[src/rtl/pmc_consts.svh]
// Register offsets, field positions, reset values, source encodings and divider codes for the match counter
`ifndef PMC_CONSTS_SVH
`define PMC_CONSTS_SVH

// ==========================================
// Register byte offsets
`define PMC_OFS_STATUS_AND_CONTROL 12'h000
`define PMC_OFS_CURRENT_COUNT      12'h004
`define PMC_OFS_MATCH_LIMIT        12'h008
`define PMC_OFS_DMA_CONTROL        12'h00c
`define PMC_OFS_MODE_STATUS        12'h010

// ==========================================
// Field positions
`define PMC_BIT_FLAG        7
`define PMC_BIT_SRC_HI      6
`define PMC_BIT_SRC_LO      5
`define PMC_BIT_REQ_EN      4
`define PMC_BIT_DIV_HI      3
`define PMC_BIT_DIV_LO      0
`define PMC_BIT_DMA_EN      7

// ==========================================
// Reset values
`define PMC_RST_BYTE        8'h00
`define PMC_RST_SRC         2'h0
`define PMC_RST_DIV         4'h0
`define PMC_RST_PRESCALE    20'h00000

// ==========================================
// Source encodings
`define PMC_SRC_LPO         2'h0
`define PMC_SRC_EXT         2'h1

// ==========================================
// Divider codes
`define PMC_DIV_OFF         4'h0
`define PMC_DIV_MIXED_BIT   3

`endif

[src/rtl/pmc_pkg.sv]
// Types shared by the periodic match counter
package pmc_pkg;
	typedef enum logic [1:0] {
		PMC_RUN_NORMAL,
		PMC_RUN_WAIT,
		PMC_RUN_STOP_SHALLOW,
		PMC_RUN_STOP_DEEP
	} pmc_power_mode_t;
endpackage

[src/rtl/pmc_periodic_match_counter.sv]
// Periodic match counter: prescaler, 8-bit up-counter, match flag and APB register slave
// Summary of operation
// - One 8-bit up-counter advanced by prescaler, compared against match limit.
// - Match sets sticky flag; reads 1 after match; reset clears it.
// - Writing 0 to flag does nothing; writing 1 clears flag and request.
// - DMA transfer-done clears the flag and its pending request.
// - Source select 00 low-power osc, 01 external, 1x internal; reset clears.
// - Changing source select clears prescaler and count.
// - Request enable with DMA routing gives DMA request while flag set.
// - Request enable without DMA routing gives interrupt while flag set.
// - Request enable low gives no requests; reset clears it.
// - Divider select picks ratio; change clears prescaler and count; reset clears.
// - Divider 0 stops prescaler; 1-7 binary ratios; 8-15 mixed ratios.
// - Debug freezes counting; resumes from frozen value if settings unchanged.
// - Counter runs in wait; interrupt or DMA request wakes processor.
// - Counter runs in both stop modes; only interrupt wakes from stop.
// - Low-power osc works in both stops; other sources only shallow stop.
// - DMA routing enable is read/write bit 7 of DMA control; reset clears.
// - Ratio depends on divider select and low bit of source select.
// - Writing match limit clears prescaler and count; limit 0 flags every tick.
// - On match count wraps to zero; flag sets on match-to-zero step.
//
// Register access over APB and the address map are this design's own decisions.
`timescale 1ns/1ps
`include "pmc_consts.svh"

module pmc_periodic_match_counter #(
	parameter int PRESCALE_W = 20
) (
	// APB slave
	input  wire logic                   pclk,
	input  wire logic                   presetn,
	input  wire logic                   psel,
	input  wire logic                   penable,
	input  wire logic                   pwrite,
	input  wire logic [11:0]            paddr,
	input  wire logic [31:0]            pwdata,
	input  wire logic [3:0]             pstrb,
	output logic      [31:0]            prdata,
	output logic                        pready,
	output logic                        pslverr,
	// Clock gate and power state
	input  wire logic                   bus_clock_gate_bit,
	input  wire logic                   debug_active,
	input  wire pmc_pkg::pmc_power_mode_t power_mode,
	// Source clocks, asynchronous to pclk
	input  wire logic                   low_power_oscillator,
	input  wire logic                   external_reference_clock,
	input  wire logic                   internal_reference_clock,
	// DMA engine
	input  wire logic                   dma_done,
	output logic                        dma_request,
	// Interrupt and wakeup
	output logic                        irq_request,
	output logic                        wakeup_request
);

	// ==========================================
	// Source synchronisers and edge detect
	// Two flops per source, a third flop only for edge detection
	logic [2:0] src_meta_q;
	logic [2:0] src_sync_q;
	logic [2:0] src_prev_q;

	always_ff @(posedge pclk or negedge presetn) begin
		if (!presetn) begin
			src_meta_q <= 3'h0;
			src_sync_q <= 3'h0;
			src_prev_q <= 3'h0;
		end else begin
			src_meta_q <= {internal_reference_clock, external_reference_clock,
				low_power_oscillator};
			src_sync_q <= src_meta_q;
			src_prev_q <= src_sync_q;
		end
	end

	// ==========================================
	// Registers
	logic                  flag_q;
	logic [1:0]            source_select_q;
	logic                  request_enable_q;
	logic [3:0]            divider_select_q;
	logic                  dma_routing_enable_q;
	logic [7:0]            match_limit_q;
	logic [7:0]            current_count_q;
	logic [PRESCALE_W-1:0] prescale_q;

	logic       wr_en;
	logic       rd_en;
	logic       wr_ctl;
	logic       wr_dma;
	logic       wr_lim;
	logic       addr_ok;
	logic       restart;
	logic       src_edge;
	logic       src_usable;
	logic       tick;
	logic       match;
	logic [PRESCALE_W-1:0] ratio;

	function automatic logic hit(input logic [11:0] a, input logic [11:0] ofs);
		hit = (a == ofs);
	endfunction

	assign wr_en   = psel && penable && pwrite && pstrb[0];
	assign rd_en   = psel && !pwrite;

	// Decode of the five mapped words
	assign addr_ok = hit(paddr, `PMC_OFS_STATUS_AND_CONTROL) ||
		hit(paddr, `PMC_OFS_CURRENT_COUNT) ||
		hit(paddr, `PMC_OFS_MATCH_LIMIT) ||
		hit(paddr, `PMC_OFS_DMA_CONTROL) ||
		hit(paddr, `PMC_OFS_MODE_STATUS);

	// Writes need the low byte strobe
	assign wr_ctl  = wr_en && hit(paddr, `PMC_OFS_STATUS_AND_CONTROL);
	assign wr_dma  = wr_en && hit(paddr, `PMC_OFS_DMA_CONTROL);
	assign wr_lim  = wr_en && hit(paddr, `PMC_OFS_MATCH_LIMIT);

	// Restart on changed source/divider or any limit write
	assign restart = wr_lim || (wr_ctl && (
		pwdata[`PMC_BIT_SRC_HI:`PMC_BIT_SRC_LO] != source_select_q ||
		pwdata[`PMC_BIT_DIV_HI:`PMC_BIT_DIV_LO] != divider_select_q));

	// ==========================================
	// Source choice and stop-mode availability
	always_comb begin
		case (source_select_q)
			`PMC_SRC_LPO: src_edge = src_sync_q[0] && !src_prev_q[0];
			`PMC_SRC_EXT: src_edge = src_sync_q[1] && !src_prev_q[1];
			default:      src_edge = src_sync_q[2] && !src_prev_q[2];
		endcase
	end

	// Reference clocks are gated off in deep stop
	assign src_usable = (power_mode != pmc_pkg::PMC_RUN_STOP_DEEP) ||
		(source_select_q == `PMC_SRC_LPO);

	// ==========================================
	// Divide ratio table
	function automatic logic [PRESCALE_W-1:0] div_ratio(input logic lsb,
		input logic [3:0] sel);
		logic [PRESCALE_W-1:0] r;
		r = '0;
		if (!sel[`PMC_DIV_MIXED_BIT]) begin
			case (sel[2:0])
				3'h1:    r = lsb ? PRESCALE_W'(32'h400)  : PRESCALE_W'(32'h8);
				3'h2:    r = lsb ? PRESCALE_W'(32'h800)  : PRESCALE_W'(32'h20);
				3'h3:    r = lsb ? PRESCALE_W'(32'h1000) : PRESCALE_W'(32'h40);
				3'h4:    r = lsb ? PRESCALE_W'(32'h2000) : PRESCALE_W'(32'h80);
				3'h5:    r = lsb ? PRESCALE_W'(32'h4000) : PRESCALE_W'(32'h100);
				3'h6:    r = lsb ? PRESCALE_W'(32'h8000) : PRESCALE_W'(32'h200);
				3'h7:    r = lsb ? PRESCALE_W'(32'h10000): PRESCALE_W'(32'h400);
				default: r = '0;
			endcase
		end else begin
			case (sel[2:0])
				3'h0:    r = lsb ? PRESCALE_W'(32'h3e8)  : PRESCALE_W'(32'h1);
				3'h1:    r = lsb ? PRESCALE_W'(32'h7d0)  : PRESCALE_W'(32'h2);
				3'h2:    r = lsb ? PRESCALE_W'(32'h1388) : PRESCALE_W'(32'h4);
				3'h3:    r = lsb ? PRESCALE_W'(32'h2710) : PRESCALE_W'(32'ha);
				3'h4:    r = lsb ? PRESCALE_W'(32'h4e20) : PRESCALE_W'(32'h10);
				3'h5:    r = lsb ? PRESCALE_W'(32'hc350) : PRESCALE_W'(32'h64);
				3'h6:    r = lsb ? PRESCALE_W'(32'h186a0): PRESCALE_W'(32'h1f4);
				default: r = lsb ? PRESCALE_W'(32'h30d40): PRESCALE_W'(32'h3e8);
			endcase
		end
		div_ratio = r;
	endfunction

	assign ratio = div_ratio(source_select_q[0], divider_select_q);

	// ==========================================
	// Prescaler
	always_ff @(posedge pclk or negedge presetn) begin
		if (!presetn) begin
			prescale_q <= PRESCALE_W'(`PMC_RST_PRESCALE);
		end else if (restart) begin
			// Restart outranks the debug freeze
			prescale_q <= '0;
		end else if (divider_select_q == `PMC_DIV_OFF) begin
			prescale_q <= '0;
		end else if (src_edge && src_usable && !debug_active) begin
			if (prescale_q >= ratio - PRESCALE_W'(1)) begin
				prescale_q <= '0;
			end else begin
				prescale_q <= prescale_q + PRESCALE_W'(1);
			end
		end
	end


	// Tick on the last prescaler step; a restart cycle suppresses it
	assign tick  = (divider_select_q != `PMC_DIV_OFF) &&
		src_edge && src_usable && !debug_active && !restart &&
		(prescale_q >= ratio - PRESCALE_W'(1));
	assign match = tick && (current_count_q == match_limit_q);

	// ==========================================
	// Counter
	always_ff @(posedge pclk or negedge presetn) begin
		if (!presetn) begin
			current_count_q <= `PMC_RST_BYTE;
		end else if (restart) begin
			current_count_q <= `PMC_RST_BYTE;
		end else if (match) begin
			current_count_q <= `PMC_RST_BYTE;
		end else if (tick) begin
			current_count_q <= current_count_q + 8'h01;
		end
	end

	// ==========================================
	// Match flag
	// Set outranks both clears so no match is lost
	always_ff @(posedge pclk or negedge presetn) begin
		if (!presetn) begin
			flag_q <= 1'b0;
		end else if (match) begin
			flag_q <= 1'b1;
		end else if (wr_ctl && pwdata[`PMC_BIT_FLAG]) begin
			flag_q <= 1'b0;
		end else if (dma_done && dma_request) begin
			flag_q <= 1'b0;
		end
	end

	// ==========================================
	// Control registers
	always_ff @(posedge pclk or negedge presetn) begin
		if (!presetn) begin
			source_select_q  <= `PMC_RST_SRC;
			request_enable_q <= 1'b0;
			divider_select_q <= `PMC_RST_DIV;
		end else if (wr_ctl) begin
			source_select_q  <= pwdata[`PMC_BIT_SRC_HI:`PMC_BIT_SRC_LO];
			request_enable_q <= pwdata[`PMC_BIT_REQ_EN];
			divider_select_q <= pwdata[`PMC_BIT_DIV_HI:`PMC_BIT_DIV_LO];
		end
	end

	always_ff @(posedge pclk or negedge presetn) begin
		if (!presetn) begin
			dma_routing_enable_q <= 1'b0;
		end else if (wr_dma) begin
			dma_routing_enable_q <= pwdata[`PMC_BIT_DMA_EN];
		end
	end

	always_ff @(posedge pclk or negedge presetn) begin
		if (!presetn) begin
			match_limit_q <= `PMC_RST_BYTE;
		end else if (wr_lim) begin
			match_limit_q <= pwdata[7:0];
		end
	end

	// ==========================================
	// Requests and wakeup
	assign dma_request = flag_q && request_enable_q && dma_routing_enable_q;
	assign irq_request = flag_q && request_enable_q && !dma_routing_enable_q;

	// DMA requests cannot wake from stop
	always_comb begin
		case (power_mode)
			pmc_pkg::PMC_RUN_WAIT:         wakeup_request = irq_request || dma_request;
			pmc_pkg::PMC_RUN_STOP_SHALLOW: wakeup_request = irq_request;
			pmc_pkg::PMC_RUN_STOP_DEEP:    wakeup_request = irq_request;
			default:                       wakeup_request = 1'b0;
		endcase
	end

	// ==========================================
	// APB read path and response
	assign pready  = 1'b1;
	// Access with the clock gate off gets a slave error, though writes still take effect
	assign pslverr = psel && penable && (!addr_ok || !bus_clock_gate_bit);

	// Read data captured in setup, held until the next read setup
	always_ff @(posedge pclk or negedge presetn) begin
		if (!presetn) begin
			prdata <= 32'h0000_0000;
		end else if (rd_en && !penable) begin
			if (hit(paddr, `PMC_OFS_STATUS_AND_CONTROL)) begin
				prdata <= {24'h000000, flag_q, source_select_q, request_enable_q,
					divider_select_q};
			end else if (hit(paddr, `PMC_OFS_CURRENT_COUNT)) begin
				prdata <= {24'h000000, current_count_q};
			end else if (hit(paddr, `PMC_OFS_MATCH_LIMIT)) begin
				prdata <= {24'h000000, match_limit_q};
			end else if (hit(paddr, `PMC_OFS_DMA_CONTROL)) begin
				prdata <= {24'h000000, dma_routing_enable_q, 7'h00};
			end else if (hit(paddr, `PMC_OFS_MODE_STATUS)) begin
				prdata <= {30'h00000000, debug_active, src_usable};
			end else begin
				prdata <= 32'h0000_0000;
			end
		end
	end

endmodule

[config.mk]
export PLATFORM = sky130hd
export DESIGN_NAME = pmc_periodic_match_counter
export DESIGN_NICKNAME = d
export VERILOG_FILES = /design/src/rtl/pmc_pkg.sv /design/src/rtl/pmc_periodic_match_counter.sv
export VERILOG_INCLUDE_DIRS = /design/src /design/src/rtl
export SDC_FILE = /design/constraint.sdc
export NUM_CORES = 1
export LEC_CHECK = 0
export BUFFER_PORTS_ARGS = -buffer_cell sky130_fd_sc_hd__buf_2
export CAP_MARGIN = 20
export CORE_MARGIN = 5
export CORE_UTILIZATION = 40
export DETAILED_ROUTE_END_ITERATION = 6
export PLACE_DENSITY = 0.68
export SYNTH_ARGS = -nofsm -noshare
export SYNTH_HDL_FRONTEND = slang
export SYNTH_SLANG_ARGS = --single-unit
[constraint.sdc]
create_clock -name pclk -period 3.67 [get_ports pclk]
set_input_delay 0.5505 -clock pclk [delete_from_list [all_inputs] [get_ports pclk]]
set_output_delay 0.5505 -clock pclk [all_outputs]
set_load 0.01 [all_outputs]
=== Yosys cells after proc, flatten, opt, wreduce, memory -nomap -nowiden ===
Cells that the tools add are included.

* Word-level logic and storage cells: 124
* Memory bits (writable): 0
* Bits in latches: 0
* Memories kept: 0
* ROM bits: 0
* Register bits after elaboration: 86
* Input bits: 61
* Output and inout port bits: 37

* Add/sub/neg operators: 3
* Reductions and logical operators: 54
* Mux-type cells: 35
* Shifts and indexed selects: 0
* Order comparisons: 1
* $mul: 0
* Div/mod/pow operators: 0
* Bitwise operators: 0
* Equal/unequal tests: 19

{| class="wikitable"
|+ Operator list
! cell !! count
|-
| $pmux W18 S7 || 1
|-
| $pmux W17 S7 || 1
|-
| $mux W20 || 4
|-
| $mux W8 || 7
|-
| $mux W18 || 2
|-
| $mux W17 || 2
|-
| $mux W16 || 2
|-
| $mux W15 || 2
|-
| $mux W14 || 2
|-
| $logic_and A1 B1 Y1 || 26
|-
| $mux W13 || 2
|-
| $eq A12 B4 Y1 const B || 2
|-
| $mux W11 || 2
|-
| $add A20 B1 Y20 const B || 1
|-
| $ge A20 B20 Y1 || 1
|-
| $sub A20 B1 Y20 const B || 1
|-
| $eq A12 B3 Y1 const B || 1
|-
| $eq A12 B5 Y1 const B || 1
|-
| $eq A3 B3 Y1 const B || 4
|-
| $logic_not A12 Y1 || 1
|-
| $mux W12 || 1
|-
| $logic_not A1 Y1 || 10
|-
| $mux W10 || 1
|-
| $logic_or A1 B1 Y1 || 9
|-
| 18 further kinds || 26
|}

=== Longest topological paths before layout ===
* Depth in word-level cells: 12
* Gate-level depth with buffers: 18

=== Worst setup path after synthesis ===
OpenSTA, ideal clock, no wires.

* Kind: reg-to-reg
* Start point: reg divider_select_q[0]
* End point: reg flag_q
* Data arrival time: 3650 ps
* Period minus slack after synthesis: 3770 ps
* Cell stages (with the launch flop): 16
* Path slack: -100 ps
* Library setup time: 120 ps
* Buffers on the path: 5
* Cell sequence: dfrtp_1 -> clkbuf_1 -> buf_1 -> nand3b_1 -> ha_1 -> clkbuf_1 -> clkbuf_1 -> nand4_1 -> o31a_1 -> ha_1 -> a21o_1 -> a21o_1 -> a221oi_2 -> clkbuf_1 -> a21oi_1 -> a41o_1

* Word-level cells in the longest chain between the ends: 9
* Elaborated cells between the ends (all ways): 27
* Classes of those cells: 1 x add/sub; 1 x order compare; 8 x eq/ne; 4 x mux; 13 x reduce/logical

{| class="wikitable"
|+ RTL lines
! item !! line !! text
|-
| start, declared || pmc_periodic_match_counter.sv:83 || <nowiki>logic [3:0] divider_select_q;</nowiki>
|-
| start signal, assigned || pmc_periodic_match_counter.sv:235 || <nowiki>divider_select_q <= `PMC_RST_DIV;</nowiki>
|-
| start signal, assigned || pmc_periodic_match_counter.sv:239 || <nowiki>divider_select_q <= pwdata[`PMC_BIT_DIV_HI:`PMC_BIT_DIV_LO];</nowiki>
|-
| branches (longest 6 deep; another with $sub A20 B1 Y20) || n/a ||
|-
| $logic_and A1 B1 Y1 (*) || pmc_periodic_match_counter.sv:195 || <nowiki>assign tick = (divider_select_q != `PMC_DIV_OFF) &&</nowiki>
|-
| $logic_and A1 B1 Y1 (*) || pmc_periodic_match_counter.sv:198 || <nowiki>assign match = tick && (current_count_q == match_limit_q);</nowiki>
|-
| $reduce_bool A3 Y1 (no source line) / $mux W1 (equally long branches) || n/a ||
|-
| end signal, assigned || pmc_periodic_match_counter.sv:219 || <nowiki>flag_q <= 1'b0;</nowiki>
|-
| end signal, assigned || pmc_periodic_match_counter.sv:221 || <nowiki>flag_q <= 1'b1;</nowiki>
|-
| end signal, assigned || pmc_periodic_match_counter.sv:223 || <nowiki>flag_q <= 1'b0;</nowiki>
|-
| end, declared || pmc_periodic_match_counter.sv:80 || <nowiki>logic flag_q;</nowiki>
|}

Mark *: on every way between the ends.
A chain may end at the register's enable or synchronous reset.

=== Worst setup path after layout ===
* Start point: reg divider_select_q[1]
* End point: reg prescale_q[5]

* Word-level cells in the longest chain between the ends: 9
* Elaborated cells between the ends (all ways): 23
* Classes of those cells: 1 x add/sub; 1 x order compare; 8 x eq/ne; 7 x mux; 6 x reduce/logical

{| class="wikitable"
|+ RTL lines
! item !! line !! text
|-
| $eq A3 B3 Y1, or another cell as far along || pmc_periodic_match_counter.sv:147 || <nowiki>case (sel[2:0])</nowiki>
|-
| $pmux W17 S7 / $pmux W18 S7 (equally long branches) || pmc_periodic_match_counter.sv:147, pmc_periodic_match_counter.sv:158 ||
|-
| $mux W18 || pmc_periodic_match_counter.sv:146 || <nowiki>if (!sel[`PMC_DIV_MIXED_BIT]) begin</nowiki>
|-
| $sub A20 B1 Y20 || pmc_periodic_match_counter.sv:185 || <nowiki>if (prescale_q >= ratio - PRESCALE_W'(1)) begin</nowiki>
|-
| $ge A20 B20 Y1 || pmc_periodic_match_counter.sv:185 ||
|-
| $mux W20 || pmc_periodic_match_counter.sv:185 ||
|-
| $mux W20 || pmc_periodic_match_counter.sv:184 || <nowiki>end else if (src_edge && src_usable && !debug_active) begin</nowiki>
|-
| $mux W20 || pmc_periodic_match_counter.sv:182 || <nowiki>end else if (divider_select_q == `PMC_DIV_OFF) begin</nowiki>
|-
| $mux W20 || pmc_periodic_match_counter.sv:179 || <nowiki>end else if (restart) begin</nowiki>
|-
| end signal, assigned || pmc_periodic_match_counter.sv:178 || <nowiki>prescale_q <= PRESCALE_W'(`PMC_RST_PRESCALE);</nowiki>
|-
| end signal, assigned || pmc_periodic_match_counter.sv:188 || <nowiki>prescale_q <= prescale_q + PRESCALE_W'(1);</nowiki>
|-
| end, declared || pmc_periodic_match_counter.sv:87 || <nowiki>logic [PRESCALE_W-1:0] prescale_q;</nowiki>
|}

Parallel ways exist; a longest one is shown, timed or not. The select of a mux whose other input is x is not followed.

==> flow_metrics.tcl <==
set metrics [dict create \
    status "completed" \
    synthCells 570 \
    synth.distinct_cells 64 \
    core_um2 11500 \
    crit_buf_inv 4 \
    cp_data_required_time_ns 3.90 \
    clock-root-buffer "clkbuf_16" \
    finalPower_w 0.00191 \
    finalHoldViolCount 0 \
    antenna_found_initial 0 \
    drv_cap 0 \
    rsz0062_at_grt "false" \
    drv_slew 0 \
    fill_cells 1110 \
    cts_tree "yes" \
    end_kind "flip-flop" \
    drc_errors 0 \
    cp_num_cells 13 \
    routed_wirelength_mm 13.2 \
    synthesis.area_um2 4720 \
    dieArea_um2 14100 \
    first_iter_violations 406 \
    layout-drive-gt1-share 0.186 \
    ant_nets 0 \
    crit_top_cell "buf_4" \
    hp-class "input pin to asynchronous set/reset pin" \
    grt_use_total 0.186 \
    routedWlPerCell_um 17.3 \
    grt_pass1_vias 4381 \
    area_growth_pct 16.2 \
    synth_seq_area_share 0.328 \
    path_delay_family "compound AO/OA/AOI/OAI gates" \
    cp-start-kind "flip-flop" \
    slew_headroom 0.351 \
    ys_seq_elements 62 \
    powerDensity_nw_per_um2 349 \
    worst_pin_slew_ns 0.973 \
    postLayoutCellArea_um2 5490 \
    die_h_um 119 \
    num_vias 4553 \
    vdd_drop_max_mv 0.325 \
    numPortBuffers 45 \
    synth_edf_count 0 \
    fin_hold_ws_ns 0.215 \
    cts-buffers-inserted 9 \
    gp_congestion 0.900 \
    slowest_stage "or3_1" \
    htree_levels 3 \
    cts.clk_slew.worst_paths_ns 0.06 \
    timing.setup.tns_ns 0 \
    yosysWarnings 0 \
    clk_path_buf_depth 2 \
    dr.pass1.iters 5 \
    setup_viol_count_final 0 \
    grt_max_degree 40 \
    slowest_delay_ns 0.42 \
    finalCritPeriodShare 0.936 \
    r2r_cells 13 \
    crit_chain "buf_4, buf_4, or3_1, nor2_2, a31oi_1, ha_1, a21o_1, a21o_1, a221oi_4, buf_4, buf_6, nand4_1, a31oi_1" \
    dpl_cell_area_um2 5130 \
    cp_max_fo 21 \
    initial_core_util 0.410 \
    viasPerCell 5.94 \
    nNetsFinal 703 \
    fin_skew_ns 0.00819 \
    fp-row-count 39 \
    grt_pass1_wl_mm 21.8 \
    io_pins 98 \
    leakage_nw 2.46 \
    clock-sinks 62 \
    critPathKind "flip-flop to flip-flop" \
    insertedDiodeCount 0 \
    max_freq_mhz 291 \
    min_period_ns 3.44 \
    clkLatencyLatePin_ns 0.34 \
    ys.flop_type "dfrtp_1" \
    overflow 0 \
    cp_data_arrival_time_ns 3.67 \
    hpwl_mm 9.42 \
    syn_avg_cell_area_um2 8.29 \
    die_w_um 119 \
    async_flop_share 1.00 \
]
what timing repair did:
| item | 4_1_cts | 5_1_grt |
|---|---|---|
| setup endpoints to repair | 0 | 25 |
| hold buffers | 0 | 0 |
| buffers inserted | 0 | 1 |
| gates resized for setup | 0 | 7 |
power breakdown:
| part | internal (W) | total [W] | switching (W) |
|---|---|---|---|
| Clock | 0.000610 | 0.000925 | 0.000315 |
| Combinational | 0.0000989 | 0.000241 | 0.000142 |
| Sequential | 0.000711 | 0.000747 | 0.0000356 |
| Total | 0.00142 | 0.00191 | 0.000493 |
routing by layer:
layer | up-vias | global-route usage | part of all wire
li1 | 2177 | - | -
met1 | 2188 | 0.244 | 0.45
met2 | 170 | 0.305 | 0.47
met3 | 18 | 0.0454 | 0.063
met4 | 0 | 0.0536 | 0.015
met5 | - | 0 | 0
placed cells by master (no fill, tap or decap), types with 19 or more instances in the layout:
master and count:
nand2_1 67, dfrtp_1 62, buf_2 45, a21oi_1 40
nor2_1 34, nand4_1 30, buf_4 28, nand3_1 25
conb_1 25, ha_1 22, o21ai_0 19
sequential cells by signal, summed over array words and instances (netlist names):
register / count
src_meta_q: 3
src_sync_q: 3
flag_q: 1
request_enable_q: 1
divider_select_q: 4
prdata: 8
current_count_q: 8
src_prev_q: 3
prescale_q: 20
source_select_q: 2
match_limit_q: 8
dma_routing_enable_q: 1
final timing paths:
kind / from / end / slack [ns]
setup / recovery: divider_select_q[1] / prescale_q[5] / 0.23
hold / removal: presetn / src_prev_q[1] / 0.21
setup reg to reg: divider_select_q[1] / prescale_q[5] / 0.23
hold reg to reg: src_meta_q[1] / src_sync_q[1] / 0.35
max in group asynchronous: presetn / prescale_q[16] / 2.51
min in group pclk: external_reference_clock / src_meta_q[1] / 0.32
worst reg2reg max path, cell delays in order (launching register included):
cell	delay, ns
dfrtp_1	0.38
buf_4	0.19
buf_4	0.18
or3_1	0.42
nor2_2	0.28
a31oi_1	0.09
ha_1	0.30
a21o_1	0.18
a21o_1	0.21
a221oi_4	0.31
buf_4	0.26
buf_6	0.22
nand4_1	0.12
a31oi_1	0.20
cells in the mapped netlist, types with 5 or more instances:
cell type  number  area (µm²)
a21o_1          8        60.1
a21oi_1        40         200
a221oi_1        5        43.8
a31oi_1        13        81.3
and3_1          9        56.3
buf_4          25         188
clkbuf_1       28         105
dfrtp_1        62        1550
ha_1           23         288
inv_1           8        30.0
mux2_2         13         146
mux2i_1         6        60.1
nand2_1        67         251
nand3_1        25         125
nand3b_1        6        45.0
nand4_1        30         188
nor2_1         35         131
nor2b_1         6        37.5
nor3_1         18        90.1
nor4_1          8        50.1
o211ai_1       12        90.1
o21ai_0        19        95.1
o22ai_1        11        68.8
o31ai_1         7        52.6
or3_1           5        31.3
xnor2_1        10        87.6
xor2_1          5        43.8
kinds of logic after synthesis:
family	count (synthesis)	share of synthesized area
fa+ha+maj	23	0.0609
compound gates	151	0.214
mux	20	0.0485
simple gates	225	0.239
buf+inv	72	0.0797
other cells	2	0.00159
xor+xnor	15	0.0278
flops	62	0.328
final cells by class:
class | instances | area (µm²) | area share
inverter | 11 | 41.3 | 0.00752
multi-input combinational | 459 | 2920 | 0.531
clock buffer | 10 | 239 | 0.0435
tap | 143 | 179 | 0.0326
timing repair buffer | 76 | 478 | 0.0871
sequential | 62 | 1550 | 0.283
clock inverter | 5 | 83.8 | 0.0153
per-stage QoR:
step	utilization	setup slack, ns	cells
finish	0.477	0.233	766
global route	0.477	0.00970	766
CTS	0.473	0.00781	765
detailed placement	0.445	0.0275	750
global placement	0.445	0.168	750
floorplan	-	0.00946	593
No activity file was read; power rests on OpenSTA's default activity.
